===== src/inc/asbw_pkg.sv =====
// Package of constants and types for the bit-wide asynchronous SRAM controller.
// ****************************************************************
// ****************************************************************
package asbw_pkg;
   localparam int unsigned CLK_PERIOD_PS       = 5000;
   localparam int unsigned ADDR_W              = 22;
   // Timing figures in picoseconds, then cycle counts (min and max figures both round up).
   localparam int unsigned WRITE_PULSE_MIN_PS  = 7000;
   localparam int unsigned ADDR_TO_DATA_MAX_PS = 10000;
   localparam int unsigned DATA_SETUP_MIN_PS   = 5000;
   localparam int unsigned OUT_FLOAT_MAX_PS    = 5000;
   localparam int unsigned WRITE_OFF_LZ_MIN_PS = 3000;
   localparam int unsigned WRITE_PULSE_CYC     = (WRITE_PULSE_MIN_PS + CLK_PERIOD_PS - 1) / CLK_PERIOD_PS;
   localparam int unsigned DATA_SETUP_CYC      = (DATA_SETUP_MIN_PS + CLK_PERIOD_PS - 1) / CLK_PERIOD_PS;
   // Read sample waits out the access time, one cycle of capture margin, the three synchroniser
   // stages and the registered synchroniser output, so the bit read is never a stale one.
   localparam int unsigned READ_WAIT_CYC       = (ADDR_TO_DATA_MAX_PS + CLK_PERIOD_PS - 1) / CLK_PERIOD_PS + 5;
   // Turnaround after a read or write before the next cycle may start.
   localparam int unsigned TURN_CYC            = (OUT_FLOAT_MAX_PS + WRITE_OFF_LZ_MIN_PS + CLK_PERIOD_PS - 1)
                                                 / CLK_PERIOD_PS;
   localparam int unsigned CNT_W               = 4;

   typedef enum logic [2:0] {ASBW_IDLE, ASBW_RSEL, ASBW_RWAIT, ASBW_WSETUP, ASBW_WPULSE, ASBW_TURN} asbw_state_t;

   typedef struct packed {
      logic              valid;
      logic              write;
      logic [ADDR_W-1:0] addr;
      logic              wdata;
   } asbw_req_t;

   typedef struct packed {
      logic              select_n;
      logic              out_en_n;
      logic              wstrobe_n;
      logic [ADDR_W-1:0] addr;
      logic              din;
   } asbw_pins_t;
endpackage


===== src/design/asbw_ctrl.sv =====
// Controller that runs read and write cycles on a bit-wide asynchronous SRAM.
`timescale 1ns/10ps
module asbw_ctrl
   import asbw_pkg::*;
(
   input  wire logic       clk_sys,
   input  wire logic       rst_b,
   input  wire asbw_req_t  req,
   output logic            req_ready,
   output logic            rd_valid,
   output logic            rd_data,
   output asbw_pins_t      mem_pins,
   input  wire logic       mem_dout
);
   // ****************************************************************
   // Reset release
   // ****************************************************************
   logic [1:0] rst_pipe_r;
   logic       rst_sync_b;

   always_ff @(posedge clk_sys or negedge rst_b) begin
      if (!rst_b) begin
         rst_pipe_r <= 2'h0;
      end else begin
         rst_pipe_r <= {rst_pipe_r[0], 1'b1};
      end
   end
   assign rst_sync_b = rst_pipe_r[1];

   // ****************************************************************
   // Data output synchroniser
   // ****************************************************************
   logic dout_sync;

   asbw_sync3 u_dout_sync (
      .clk_sys    (clk_sys),
      .rst_sync_b (rst_sync_b),
      .async_in   (mem_dout),
      .sync_out   (dout_sync)
   );

   // ****************************************************************
   // Cycle sequencer
   // ****************************************************************
   typedef struct packed {
      asbw_state_t      st;
      logic [CNT_W-1:0] cnt;
      asbw_pins_t       pins;
      logic             rd_valid;
      logic             rd_data;
   } asbw_regs_t;

   asbw_regs_t st_r;
   asbw_regs_t st_nxt;

   assign req_ready = (st_r.st == ASBW_IDLE);
   assign mem_pins  = st_r.pins;
   assign rd_valid  = st_r.rd_valid;
   assign rd_data   = st_r.rd_data;

   always_comb begin
      st_nxt          = st_r;
      st_nxt.rd_valid = 1'b0;
      unique case (st_r.st)
         ASBW_IDLE: begin
            // Address moves only here, with select and strobe both high.
            if (req.valid) begin
               st_nxt.pins.addr = req.addr;
               st_nxt.pins.din  = req.wdata;
               st_nxt.cnt       = '0;
               // Address is set a cycle ahead of any strobe edge.
               st_nxt.st = req.write ? ASBW_WSETUP : ASBW_RSEL;
            end
         end
         ASBW_RSEL: begin
            // Select and output enable fall after the address has settled.
            st_nxt.pins.select_n = 1'b0;
            st_nxt.pins.out_en_n = 1'b0;
            st_nxt.st            = ASBW_RWAIT;
         end
         ASBW_RWAIT: begin
            // Host never drives the data output line, so no opposing drive arises.
            if (st_r.cnt == CNT_W'(READ_WAIT_CYC - 1)) begin
               st_nxt.rd_data       = dout_sync;
               st_nxt.rd_valid      = 1'b1;
               st_nxt.pins.select_n = 1'b1;
               st_nxt.pins.out_en_n = 1'b1;
               st_nxt.cnt           = '0;
               st_nxt.st            = ASBW_TURN;
            end else begin
               st_nxt.cnt = st_r.cnt + 1'b1;
            end
         end
         ASBW_WSETUP: begin
            // Select and strobe fall together so the output stays floating.
            st_nxt.pins.select_n  = 1'b0;
            st_nxt.pins.wstrobe_n = 1'b0;
            st_nxt.st             = ASBW_WPULSE;
         end
         ASBW_WPULSE: begin
            // Pulse covers write width, address, select and data setup.
            if (st_r.cnt == CNT_W'(WRITE_PULSE_CYC - 1)) begin
               st_nxt.pins.select_n  = 1'b1;
               st_nxt.pins.wstrobe_n = 1'b1;
               st_nxt.cnt            = '0;
               st_nxt.st             = ASBW_TURN;
            end else begin
               st_nxt.cnt = st_r.cnt + 1'b1;
            end
         end
         ASBW_TURN: begin
            // Address and data hold past the write end before the next request.
            if (st_r.cnt == CNT_W'(TURN_CYC - 1)) begin
               st_nxt.st = ASBW_IDLE;
            end else begin
               st_nxt.cnt = st_r.cnt + 1'b1;
            end
         end
      endcase
   end

   always_ff @(posedge clk_sys or negedge rst_sync_b) begin
      if (!rst_sync_b) begin
         st_r.st             <= ASBW_IDLE;
         st_r.cnt            <= '0;
         st_r.pins.select_n  <= 1'b1;
         st_r.pins.out_en_n  <= 1'b1;
         st_r.pins.wstrobe_n <= 1'b1;
         st_r.pins.addr      <= '0;
         st_r.pins.din       <= 1'b0;
         st_r.rd_valid       <= 1'b0;
         st_r.rd_data        <= 1'b0;
      end else begin
         st_r <= st_nxt;
      end
   end
endmodule


===== src/design/asbw_sync3.sv =====
// Three-stage input synchroniser that reports a level once stages two and three agree.
`timescale 1ns/10ps
module asbw_sync3 (
   input  wire logic clk_sys,
   input  wire logic rst_sync_b,
   input  wire logic async_in,
   output logic      sync_out
);
   logic [2:0] stage_r;

   always_ff @(posedge clk_sys or negedge rst_sync_b) begin
      if (!rst_sync_b) begin
         stage_r  <= 3'h0;
         sync_out <= 1'b0;
      end else begin
         stage_r <= {stage_r[1:0], async_in};
         if (stage_r[1] == stage_r[2]) begin
            sync_out <= stage_r[2];
         end
      end
   end
endmodule


===== config.mk =====
export PLATFORM = sky130hd
export DESIGN_NAME = asbw_ctrl
export DESIGN_NICKNAME = d
export VERILOG_FILES = /design/src/inc/asbw_pkg.sv /design/src/design/asbw_ctrl.sv /design/src/design/asbw_sync3.sv
export SDC_FILE = /design/constraint.sdc
export NUM_CORES = 1
export LEC_CHECK = 0
export BUFFER_PORTS_ARGS = -buffer_cell sky130_fd_sc_hd__buf_2
export CORE_ASPECT_RATIO = 1.4
export CORE_MARGIN = 4
export CORE_UTILIZATION = 26
export DETAILED_ROUTE_END_ITERATION = 7
export PLACE_DENSITY_LB_ADDON = 0.25
export SETUP_SLACK_MARGIN = 0.15
export SYNTH_ARGS = -nofsm -noshare
export SYNTH_HDL_FRONTEND = slang
export SYNTH_HIERARCHICAL = 1
export SYNTH_SLANG_ARGS = --single-unit

===== constraint.sdc =====
create_clock -name clk_sys -period 1.8 [get_ports clk_sys]
set_input_delay 0.18 -clock clk_sys [delete_from_list [all_inputs] [get_ports clk_sys]]
set_output_delay 0.18 -clock clk_sys [all_outputs]
set_load 0.03 [all_outputs]

==> summary.txt, run 1 <==
Setup path
  – Critical path depth: 6
  – Delay-heaviest family, CP: simple AND/OR/NAND/NOR gates
  – Crit path required time: 2000 ps
  – CP bufs+invs: 1
  – Crit-path slowest cell: dfrtp_1
  – Max FO, Critical Path: 6
  – Critical path launch point type: register
  – Kind of critical path: reg2reg
  – Crit path cell chain: inv_1 -> ha_2 -> nor4bb_4 -> and4bb_4 -> nand2_1 -> o311ai_2
  – Crit-path max cell delay: 390 ps
  – Worst setup EP type: register
  – R2R depth: 6
  – Crit path DAT: 1780 ps

Detailed routing
  – Vias: 1261
  – Routed WL: 3550 um
  – Routed met3 length: 316 um
  – Wire length on met1: 1450 um
  – Antenna Nets Post-Route: 0
  – 1st-pass router iterations: 5
  – DRT iter0 DRCs: 28
  – Via density: 4.30
  – DRC violation count after routing: 0
  – Top routing layer used: met4
  – WL met2: 1730 um
  – WL per Instance: 12.1 um

Floorplanning
  – Die Wd: 81.5 um
  – Die area: 9050 um^2
  – Chip Height: 111 um
  – # rows: 37
  – Initial core utilization: 26.7%
  – # IOs: 57
  – Core area: 7360 um^2

Layout
  – Nets: 226
  – Area added between synthesis and finish: 19.1%
  – Antenna cells: 0
  – Share of layout cells above drive strength 1: 48.0%

Power and ir drop
  – Pwr dens: 1820 nW/um^2
  – Tot Pwr: 4.28 mW
  – Peak supply drop: 573 uV
  – Leakage power: 1.06 nW

STA
  – Fin. Hold Viols: 0
  – Setup violations, final: 0
  – Fin crit share: 88.0%
  – Min Clock Period, post-route: 1580 ps
  – RSZ-0062 raised after global routing: false
  – Pins Over Slew Limit: 0
  – Setup TNS: 0 ps
  – Setup Skew: 7.27 ps
  – Fmax: 631 MHz

GRT
  – Remaining Overflow, GRT: 0
  – Initial antenna violation count: 0
  – Vias in the first global route: 1254
  – First-pass GRT wire length: 5650 um
  – GRT Total Usage: 8.00%
  – Pin count of the biggest net entering global routing: 40

Logic synthesis
  – Yosys warnings: 6
  – Post-synth top cells: dfrtp_1, buf_4, mux2_1
  – Flops & latches, synth: 41
  – Synthesized net count: 188
  – Yosys top cell area share: 48.3%
  – Prevailing post-synth register cell: dfrtp_1
  – Netlist Area Pre-Place: 1970 um^2
  – Post-Synthesis Cells: 157
  – Post-synthesis async set-or-reset flop share: 100%
  – Unique cell type count in the Yosys netlist: 38
  – Post-synth EDFFs: 0
  – Post-synthesis sequential area ratio: 52.3%
  – Most common cell in the netlist: dfrtp_1
  – Synth top area cells: dfrtp_1, mux2_1, buf_4
  – Dominant cell type by area after synthesis: dfrtp_1
  – Synth Area per Inst: 12.5 um^2

Clock tree
  – Root Driver: clkbuf_8
  – H-tree depth: 2
  – CTS tree: built
  – TritonCTS buffer count: 5
  – Clock Sinks: 41
  – Later-pin clock latency in the skew report: 290 ps
  – Worst-path clk slew: 80 ps
  – CTS max path bufs: 2

Placement
  – Global placement routability congestion: 0.728
  – Port-buffer cells: 56
  – DP HPWL: 2640 um

Flow run
  – Max_cap viols: 0

Hold path
  – WHS Path Cells: 2
  – Min-Delay Path Class: in2reg

Run status
  – Status: finished clean
==> cell families after synthesis <==
| logic type | Yosys count | synth area share [%] |
|---|---|---|
| mux | 25 | 14.2 |
| buf+inv | 38 | 13.9 |
| simple gates | 29 | 10.3 |
| fa+ha+maj | 4 | 2.48 |
| other cells | 1 | 0.191 |
| flops | 41 | 52.3 |
| compound gates | 19 | 6.55 |
==> power breakdown <==
group / switching [mW] / internal (mW)
Sequential: 0.280 / 1.30
Clock: 0.323 / 0.451
Combinational: 1.17 / 0.760
==> through the flow <==
step	std cells	util, %	hold WS, ps	cell area (um^2)	setup WS, ps
floorplan	157	-	-116	1980	140
finish	293	31.8	107	2340	216
global placement	282	29.5	-32.3	2170	184
CTS	292	31.4	97.8	2310	173
detailed placement	282	29.5	-31.9	2170	164
global route	293	31.8	92.6	2340	151
==> layout make-up <==
type	count	area, um^2
well taps	97	121
fillers	741	5020
multi-input cells	78	694
inverters	6	22.5
clock buffers	6	82.6
clock inverters	2	37.5
repair buffers	63	350
flip-flops and latches	41	1030
==> flip-flops by register name, indices dropped and copies added, names as in the netlist <==
register,cells
mem_pins,26
rd_valid,1
rd_data,1
st_r,7
u_dout_sync/stage_r,3
u_dout_sync/sync_out,1
rst_pipe_r,2
==> worst paths after layout <==
kind,startpoint,to,slack [ps]
worst min-delay path,req[0],mem_pins[0],110
worst max register to register,st_r[29],st_r[31],220
min in group asynchronous,rst_b,rst_pipe_r[1],200
worst max-delay path,st_r[29],st_r[31],220
max in group asynchronous,rst_pipe_r[1],st_r[32],1120
worst min register to register,rst_pipe_r[1],u_dout_sync/stage_r[0],310
==> routing by layer <==
metal | track usage (%) | vias up
met3 | 2.36 | 4
li1 | - | 596
met1 | 8.36 | 614
met4 | 3.72 | 0
met5 | 0 | -
met2 | 14.1 | 47
==> placed cells by master, fill, tap and decap left out, types with 2 or more instances in the layout <==
cell	n
ha_1	2
mux2_1	21
nand2_1	6
inv_1	5
dlygate4sd3_1	2
o21ai_0	5
dfstp_2	3
nor2_1	2
nand2b_1	4
dfrtp_2	4
mux2_2	3
buf_2	56
a21oi_1	4
o22ai_1	2
clkbuf_8	6
dfrtp_1	34
nand3_1	6
buf_4	4
==> what timing repair did <==
action	CTS	global route
resized for setup	1	6
pin swaps	0	2
hold endpoints to repair	3	0
endpoints found under the setup margin	1	28
hold buffers	2	0
setup buffers	0	1
No activity file was read; power rests on OpenSTA's default activity.
==> inputs of run 2 (changes only) <==
==> constraint.sdc (replaced) <==
create_clock -name clk_sys -period 1.4 [get_ports clk_sys]
set_input_delay 0.42 -clock clk_sys [delete_from_list [all_inputs] [get_ports clk_sys]]
set_output_delay 0.42 -clock clk_sys [all_outputs]
set_load 0.005 [all_outputs]
==> run 2 against run 1 <==
Largest cell class unchanged; first-iteration DRC count down 25%; the run now ends with setup timing left; combinational power increased by 76%; core utilization rose by 8.5 points; worst hold slack improved by 120 ps; sequential cell count unchanged; clock skew down 1.3 ps; power increased by 48%.
==> summary.txt, run 2 (synthesis gave the netlist of run 1 again) <==
Floorplanning
  – Die area: 9050 um^2
  – Core area: 7360 um^2
  – # IOs: 57
  – Initial core utilization: 26.7%
  – Chip Height: 111 um
  – Die Wd: 81.5 um
  – # rows: 37

Power and ir drop
  – Leakage power: 1.43 nW
  – Pwr dens: 2130 nW/um^2
  – Peak supply drop: 678 uV

GRT
  – Initial antenna violation count: 0
  – First-pass GRT wire length: 6350 um
  – GRT Total Usage: 8.96%
  – Pin count of the biggest net entering global routing: 40
  – Remaining Overflow, GRT: 0
  – Vias in the first global route: 1401

Detailed routing
  – Via density: 4.24
  – Antenna Nets Post-Route: 0
  – DRC violation count after routing: 0
  – Routed WL: 4370 um
  – Vias: 1420
  – DRT iter0 DRCs: 21
  – 1st-pass router iterations: 4
  – WL per Instance: 13.0 um

Setup path
  – CP Capture Point: req_ready
  – Crit path from: st_r[34]
  – Crit path DAT: 1130 ps
  – Crit path required time: 980 ps
  – R2R depth: 5
  – Worst setup EP type: output pin
  – Reg2Reg Setup Slack: -130 ps
  – Max FO, Critical Path: 3
  – Worst R2R End: st_r[31]
  – Critical path launch point type: register
  – Kind of critical path: reg2out
  – Reg-to-reg startpoint: st_r[28]

Hold path
  – Min-Delay Path Class: reg2async

STA
  – Setup TNS: -1660 ps
  – Final Worst Setup Slack: -151 ps
  – Fin. Hold Viols: 0
  – Setup Skew: 6.00 ps
  – Setup violations, final: 30
  – RSZ-0062 raised after global routing: true
  – Fin crit share: 111%
  – Pins Over Slew Limit: 0
  – Min Clock Period, post-route: 1550 ps
  – Hold Slack: 228 ps
  – Fmax: 645 MHz

Layout
  – Largest register FFs: 26
  – Most frequent cells in the layout: buf_2, dfrtp_1, buf_4
  – Area added between synthesis and finish: 50.9%
  – Nets: 268
  – Antenna cells: 0
  – Share of layout cells above drive strength 1: 71.8%
  – Commonest non-fill, non-tap cell in the layout: buf_2
  – Final Instance Area: 2970 um^2

Placement
  – Area after DPL: 2430 um^2
  – Global placement routability congestion: 0.711
  – Port-buffer cells: 56
  – DP HPWL: 2800 um

Run status
  – Failing checks: setup timing
  – Status: finished with violations

Clock tree
  – CTS tree: built
  – Later-pin clock latency in the skew report: 290 ps
  – CTS max path bufs: 2
  – Clock Sinks: 41
  – H-tree depth: 2
  – TritonCTS buffer count: 5
  – Worst-path clk slew: 80 ps
  – Root Driver: clkbuf_8

Flow run
  – Max_cap viols: 0
[run 2: cell types whose count changed in the layout (fill, tap and decap cells not counted), sizes merged]
cell,delta
clkinvlp,-1
dlygate4sd3,-1
buf,+41
clkbuf,+3
[run 2: final cells by class]
cell class              count  area, um^2
well taps                  97         121
repair buffers            105         766
inverters                   6        22.5
fillers                   692        4390
clock inverters             1        30.0
multi-input cells          78         911
clock buffers               7        86.3
flip-flops and latches     41        1030
[run 2: critical path, cell delays in order (launching register included)]
cell and delay (ps):
dfrtp_1 430, nor3_4 190, buf_4 130, buf_6 80
[run 2: worst min-delay path by stage]
stage	to	depth (start not counted)	start
after floorplan	rst_pipe_r[0]	0	rst_b
after global placement	rst_pipe_r[0]	1	rst_b
after detailed placement	rst_pipe_r[0]	1	rst_b
after CTS	u_dout_sync/stage_r[0]	1	mem_dout
after global routing	u_dout_sync/stage_r[0]	1	mem_dout
final	st_r[29]	1	rst_pipe_r[1]
[run 2: power breakdown]
| group | switching, mW | internal (mW) | leakage (nW) | total, mW |
|---|---|---|---|---|
| Combinational | 1.25 | 2.14 | 0.880 | 3.40 |
| Clock | 0.396 | 0.581 | 0.0585 | 0.977 |
| Sequential | 0.295 | 1.66 | 0.491 | 1.96 |
| Total | 1.95 | 4.39 | 1.43 | 6.33 |
[run 2: through the flow]
stage	worst slack, ps	power (mW)	utilization [%]	cells
after floorplan	-71.2	4.01	-	157
after global placement	-146	4.38	33.0	301
after detailed placement	-151	4.40	33.0	301
after CTS	-149	5.72	36.3	316
after global routing	-234	6.77	40.3	335
final	-151	6.33	40.3	335
[run 2: repair_timing]
item | 4_1_cts | 5_1_grt
gates cloned | 0 | 3
setup endpoints to repair | 39 | 52
resized for setup | 16 | 28
buffers inserted | 6 | 16
hold endpoints to repair | 2 | 0
pin swaps | 1 | 12
hold buffers | 1 | 0
[run 2: layer usage]
metal	part of all wire, %	global-route usage, %	vias up
li1	-	-	673
met1	39	9.40	698
met2	54	15.8	43
met3	5.6	2.28	6
met4	1.9	4.62	0
met5	0	0	-
==> inputs of run 3 (changes only) <==
--- a/config.mk
+++ b/config.mk
@@ -5,6 +5,7 @@
 export SDC_FILE = /design/constraint.sdc
 export NUM_CORES = 1
 export LEC_CHECK = 0
+export ABC_AREA = 1
 export BUFFER_PORTS_ARGS = -buffer_cell sky130_fd_sc_hd__buf_2
 export CORE_ASPECT_RATIO = 1.4
 export CORE_MARGIN = 4
==> run 3 against run 2 <==
The run still ends with setup timing left; worst hold slack worse by 13 ps; global-route usage is 1.4 points higher; count of clock-buffer cells in the layout stayed put; largest power group unchanged; highest routed layer unchanged.
==> summary.txt, run 3 <==
Run status
  – Status: finished with violations
  – Failing checks: setup timing

Floorplanning
  – Die Wd: 82.6 um
  – Initial core utilization: 27.2%
  – Chip Height: 112 um
  – Core area: 7450 um^2
  – # rows: 37
  – Die area: 9290 um^2
  – # IOs: 57

Placement
  – DP HPWL: 3310 um
  – Port-buffer cells: 56
  – Global placement routability congestion: 0.876

Setup path
  – CP bufs+invs: 1
  – Crit path required time: 980 ps
  – Critical path depth: 2
  – Critical path launch point type: register
  – Crit path cell chain: nor3_4 -> buf_2
  – Kind of critical path: reg2out
  – Crit-path max cell delay: 440 ps
  – Crit path DAT: 1080 ps
  – Delay-heaviest family, CP: flip-flops
  – Worst R2R End: st_r[30]
  – Worst setup EP type: output pin
  – Reg2Reg Setup Slack: 10 ps
  – Crit-path slowest cell: dfrtp_2
  – Max FO, Critical Path: 2
  – R2R depth: 7
  – Reg-to-reg startpoint: st_r[33]

Layout
  – Commonest non-fill, non-tap cell in the layout: nand2_1
  – Largest register FFs: 26
  – Nets: 328
  – Fill cells: 777
  – Antenna cells: 0
  – Most frequent cells in the layout: nand2_1, buf_2, dfrtp_1
  – Share of layout cells above drive strength 1: 46.3%
  – Area added between synthesis and finish: 38.4%

Power and ir drop
  – Leakage power: 1.50 nW
  – Pwr dens: 2140 nW/um^2
  – Peak supply drop: 866 uV

STA
  – Fin. Hold Viols: 0
  – Final Worst Setup Slack: -104 ps
  – Hold Slack: 215 ps
  – Setup Skew: 10.2 ps
  – Min Clock Period, post-route: 1500 ps
  – Setup violations, final: 1
  – RSZ-0062 raised after global routing: true
  – Setup TNS: -104 ps
  – Fmax: 665 MHz
  – Fin crit share: 107%
  – Pins Over Slew Limit: 0

Logic synthesis
  – Post-Synthesis Cells: 234
  – Yosys top cell area share: 46.9%
  – Most common cell in the netlist: nand2_1
  – Flops & latches, synth: 41
  – Synthesized net count: 265
  – Prevailing post-synth register cell: dfrtp_1
  – Synth top area cells: dfrtp_1, nand2_1, buf_4
  – Unique cell type count in the Yosys netlist: 25
  – Synth Area per Inst: 8.66 um^2
  – Post-synthesis sequential area ratio: 50.8%
  – Netlist Area Pre-Place: 2030 um^2
  – Dominant cell type by area after synthesis: dfrtp_1
  – Yosys warnings: 6
  – Post-synth EDFFs: 0
  – Post-synth top cells: nand2_1, dfrtp_1, nand3_1
  – Post-synthesis async set-or-reset flop share: 100%

GRT
  – GRT Total Usage: 10.4%
  – First-pass GRT wire length: 7550 um
  – Vias in the first global route: 1608
  – Initial antenna violation count: 0
  – Remaining Overflow, GRT: 0
  – Pin count of the biggest net entering global routing: 40

Clock tree
  – Clock Sinks: 41
  – H-tree depth: 2
  – CTS tree: built
  – CTS max path bufs: 2
  – Later-pin clock latency in the skew report: 290 ps
  – Worst-path clk slew: 90 ps
  – Root Driver: clkbuf_8
  – TritonCTS buffer count: 5

Detailed routing
  – DRC violation count after routing: 0
  – DRT iter0 DRCs: 53
  – Routed WL: 5270 um
  – Vias: 1679
  – Antenna Nets Post-Route: 0
  – Via density: 4.25
  – WL per Instance: 13.4 um
  – 1st-pass router iterations: 4

Hold path
  – Min-Delay Path Class: reg2async

Flow run
  – Max_cap viols: 0
run 3: what timing repair did:
item	4_1_cts	5_1_grt
pin swaps	10	15
resized for setup	32	29
hold buffers	1	0
endpoints found under the setup margin	37	53
endpoints found under the hold margin	2	0
setup buffers	7	15
cloned	0	3
run 3: worst max path at each step:
stage,from,endpoint,slack (ps)
after floorplan,st_r[33],req_ready,50
after global placement,st_r[33],mem_pins[25],60
after detailed placement,st_r[28],st_r[28],20
after CTS,st_r[33],req_ready,-120
after global routing,st_r[32],req_ready,-160
final,st_r[32],req_ready,-100
run 3: metal layers:
layer	vias to the layer above	global-route usage, %	share of wire (%)
met3	4	2.65	6.1
met1	789	12.5	40
li1	841	-	-
met5	-	0	0
met2	45	18.1	53
met4	0	2.40	0.68
run 3: cell families after synthesis:
family                     Yosys count  synth area share [%]
AOI/OAI and AO/OA                   10                  3.02
adders and majority gates            3                  1.85
xor gates and xnor gates             1                 0.432
and+or+nand+nor                    126                  27.4
other                                1                 0.185
buffers and inverters               52                  16.3
DFF                                 41                  50.8
run 3: cell type report:
type,count,area [um^2],share of cell area (%)
multi-input cells,143,841,30.0
well taps,97,121,4.33
repair buffers,88,613,21.9
clock buffers,7,86.3,3.08
flip-flops and latches,41,1030,36.9
inverters,18,78.8,2.81
clock inverters,1,30.0,1.07
run 3: through the flow:
| stage | setup WS (ps) | instances | cell area (um^2) | utilization [%] | power (mW) |
|---|---|---|---|---|---|
| 6_report | -104 | 395 | 2810 | 37.6 | 6.00 |
| 5_1_grt | -161 | 395 | 2810 | 37.6 | 6.47 |
| 4_1_cts | -124 | 377 | 2530 | 33.9 | 5.23 |
| 3_5_place_dp | 15.5 | 361 | 2240 | 30.0 | 3.82 |
| 3_3_place_gp | 55.8 | 361 | 2240 | 30.0 | 3.80 |
| 2_1_floorplan | 48.8 | 234 | 2030 | - | 3.55 |
run 3: where the power goes:
| part | switching [mW] | internal, mW | total (mW) |
|---|---|---|---|
| Sequential | 0.280 | 1.63 | 1.91 |
| Clock | 0.406 | 0.582 | 0.988 |
| Combinational | 1.58 | 1.52 | 3.10 |
| Total | 2.27 | 3.73 | 6.00 |
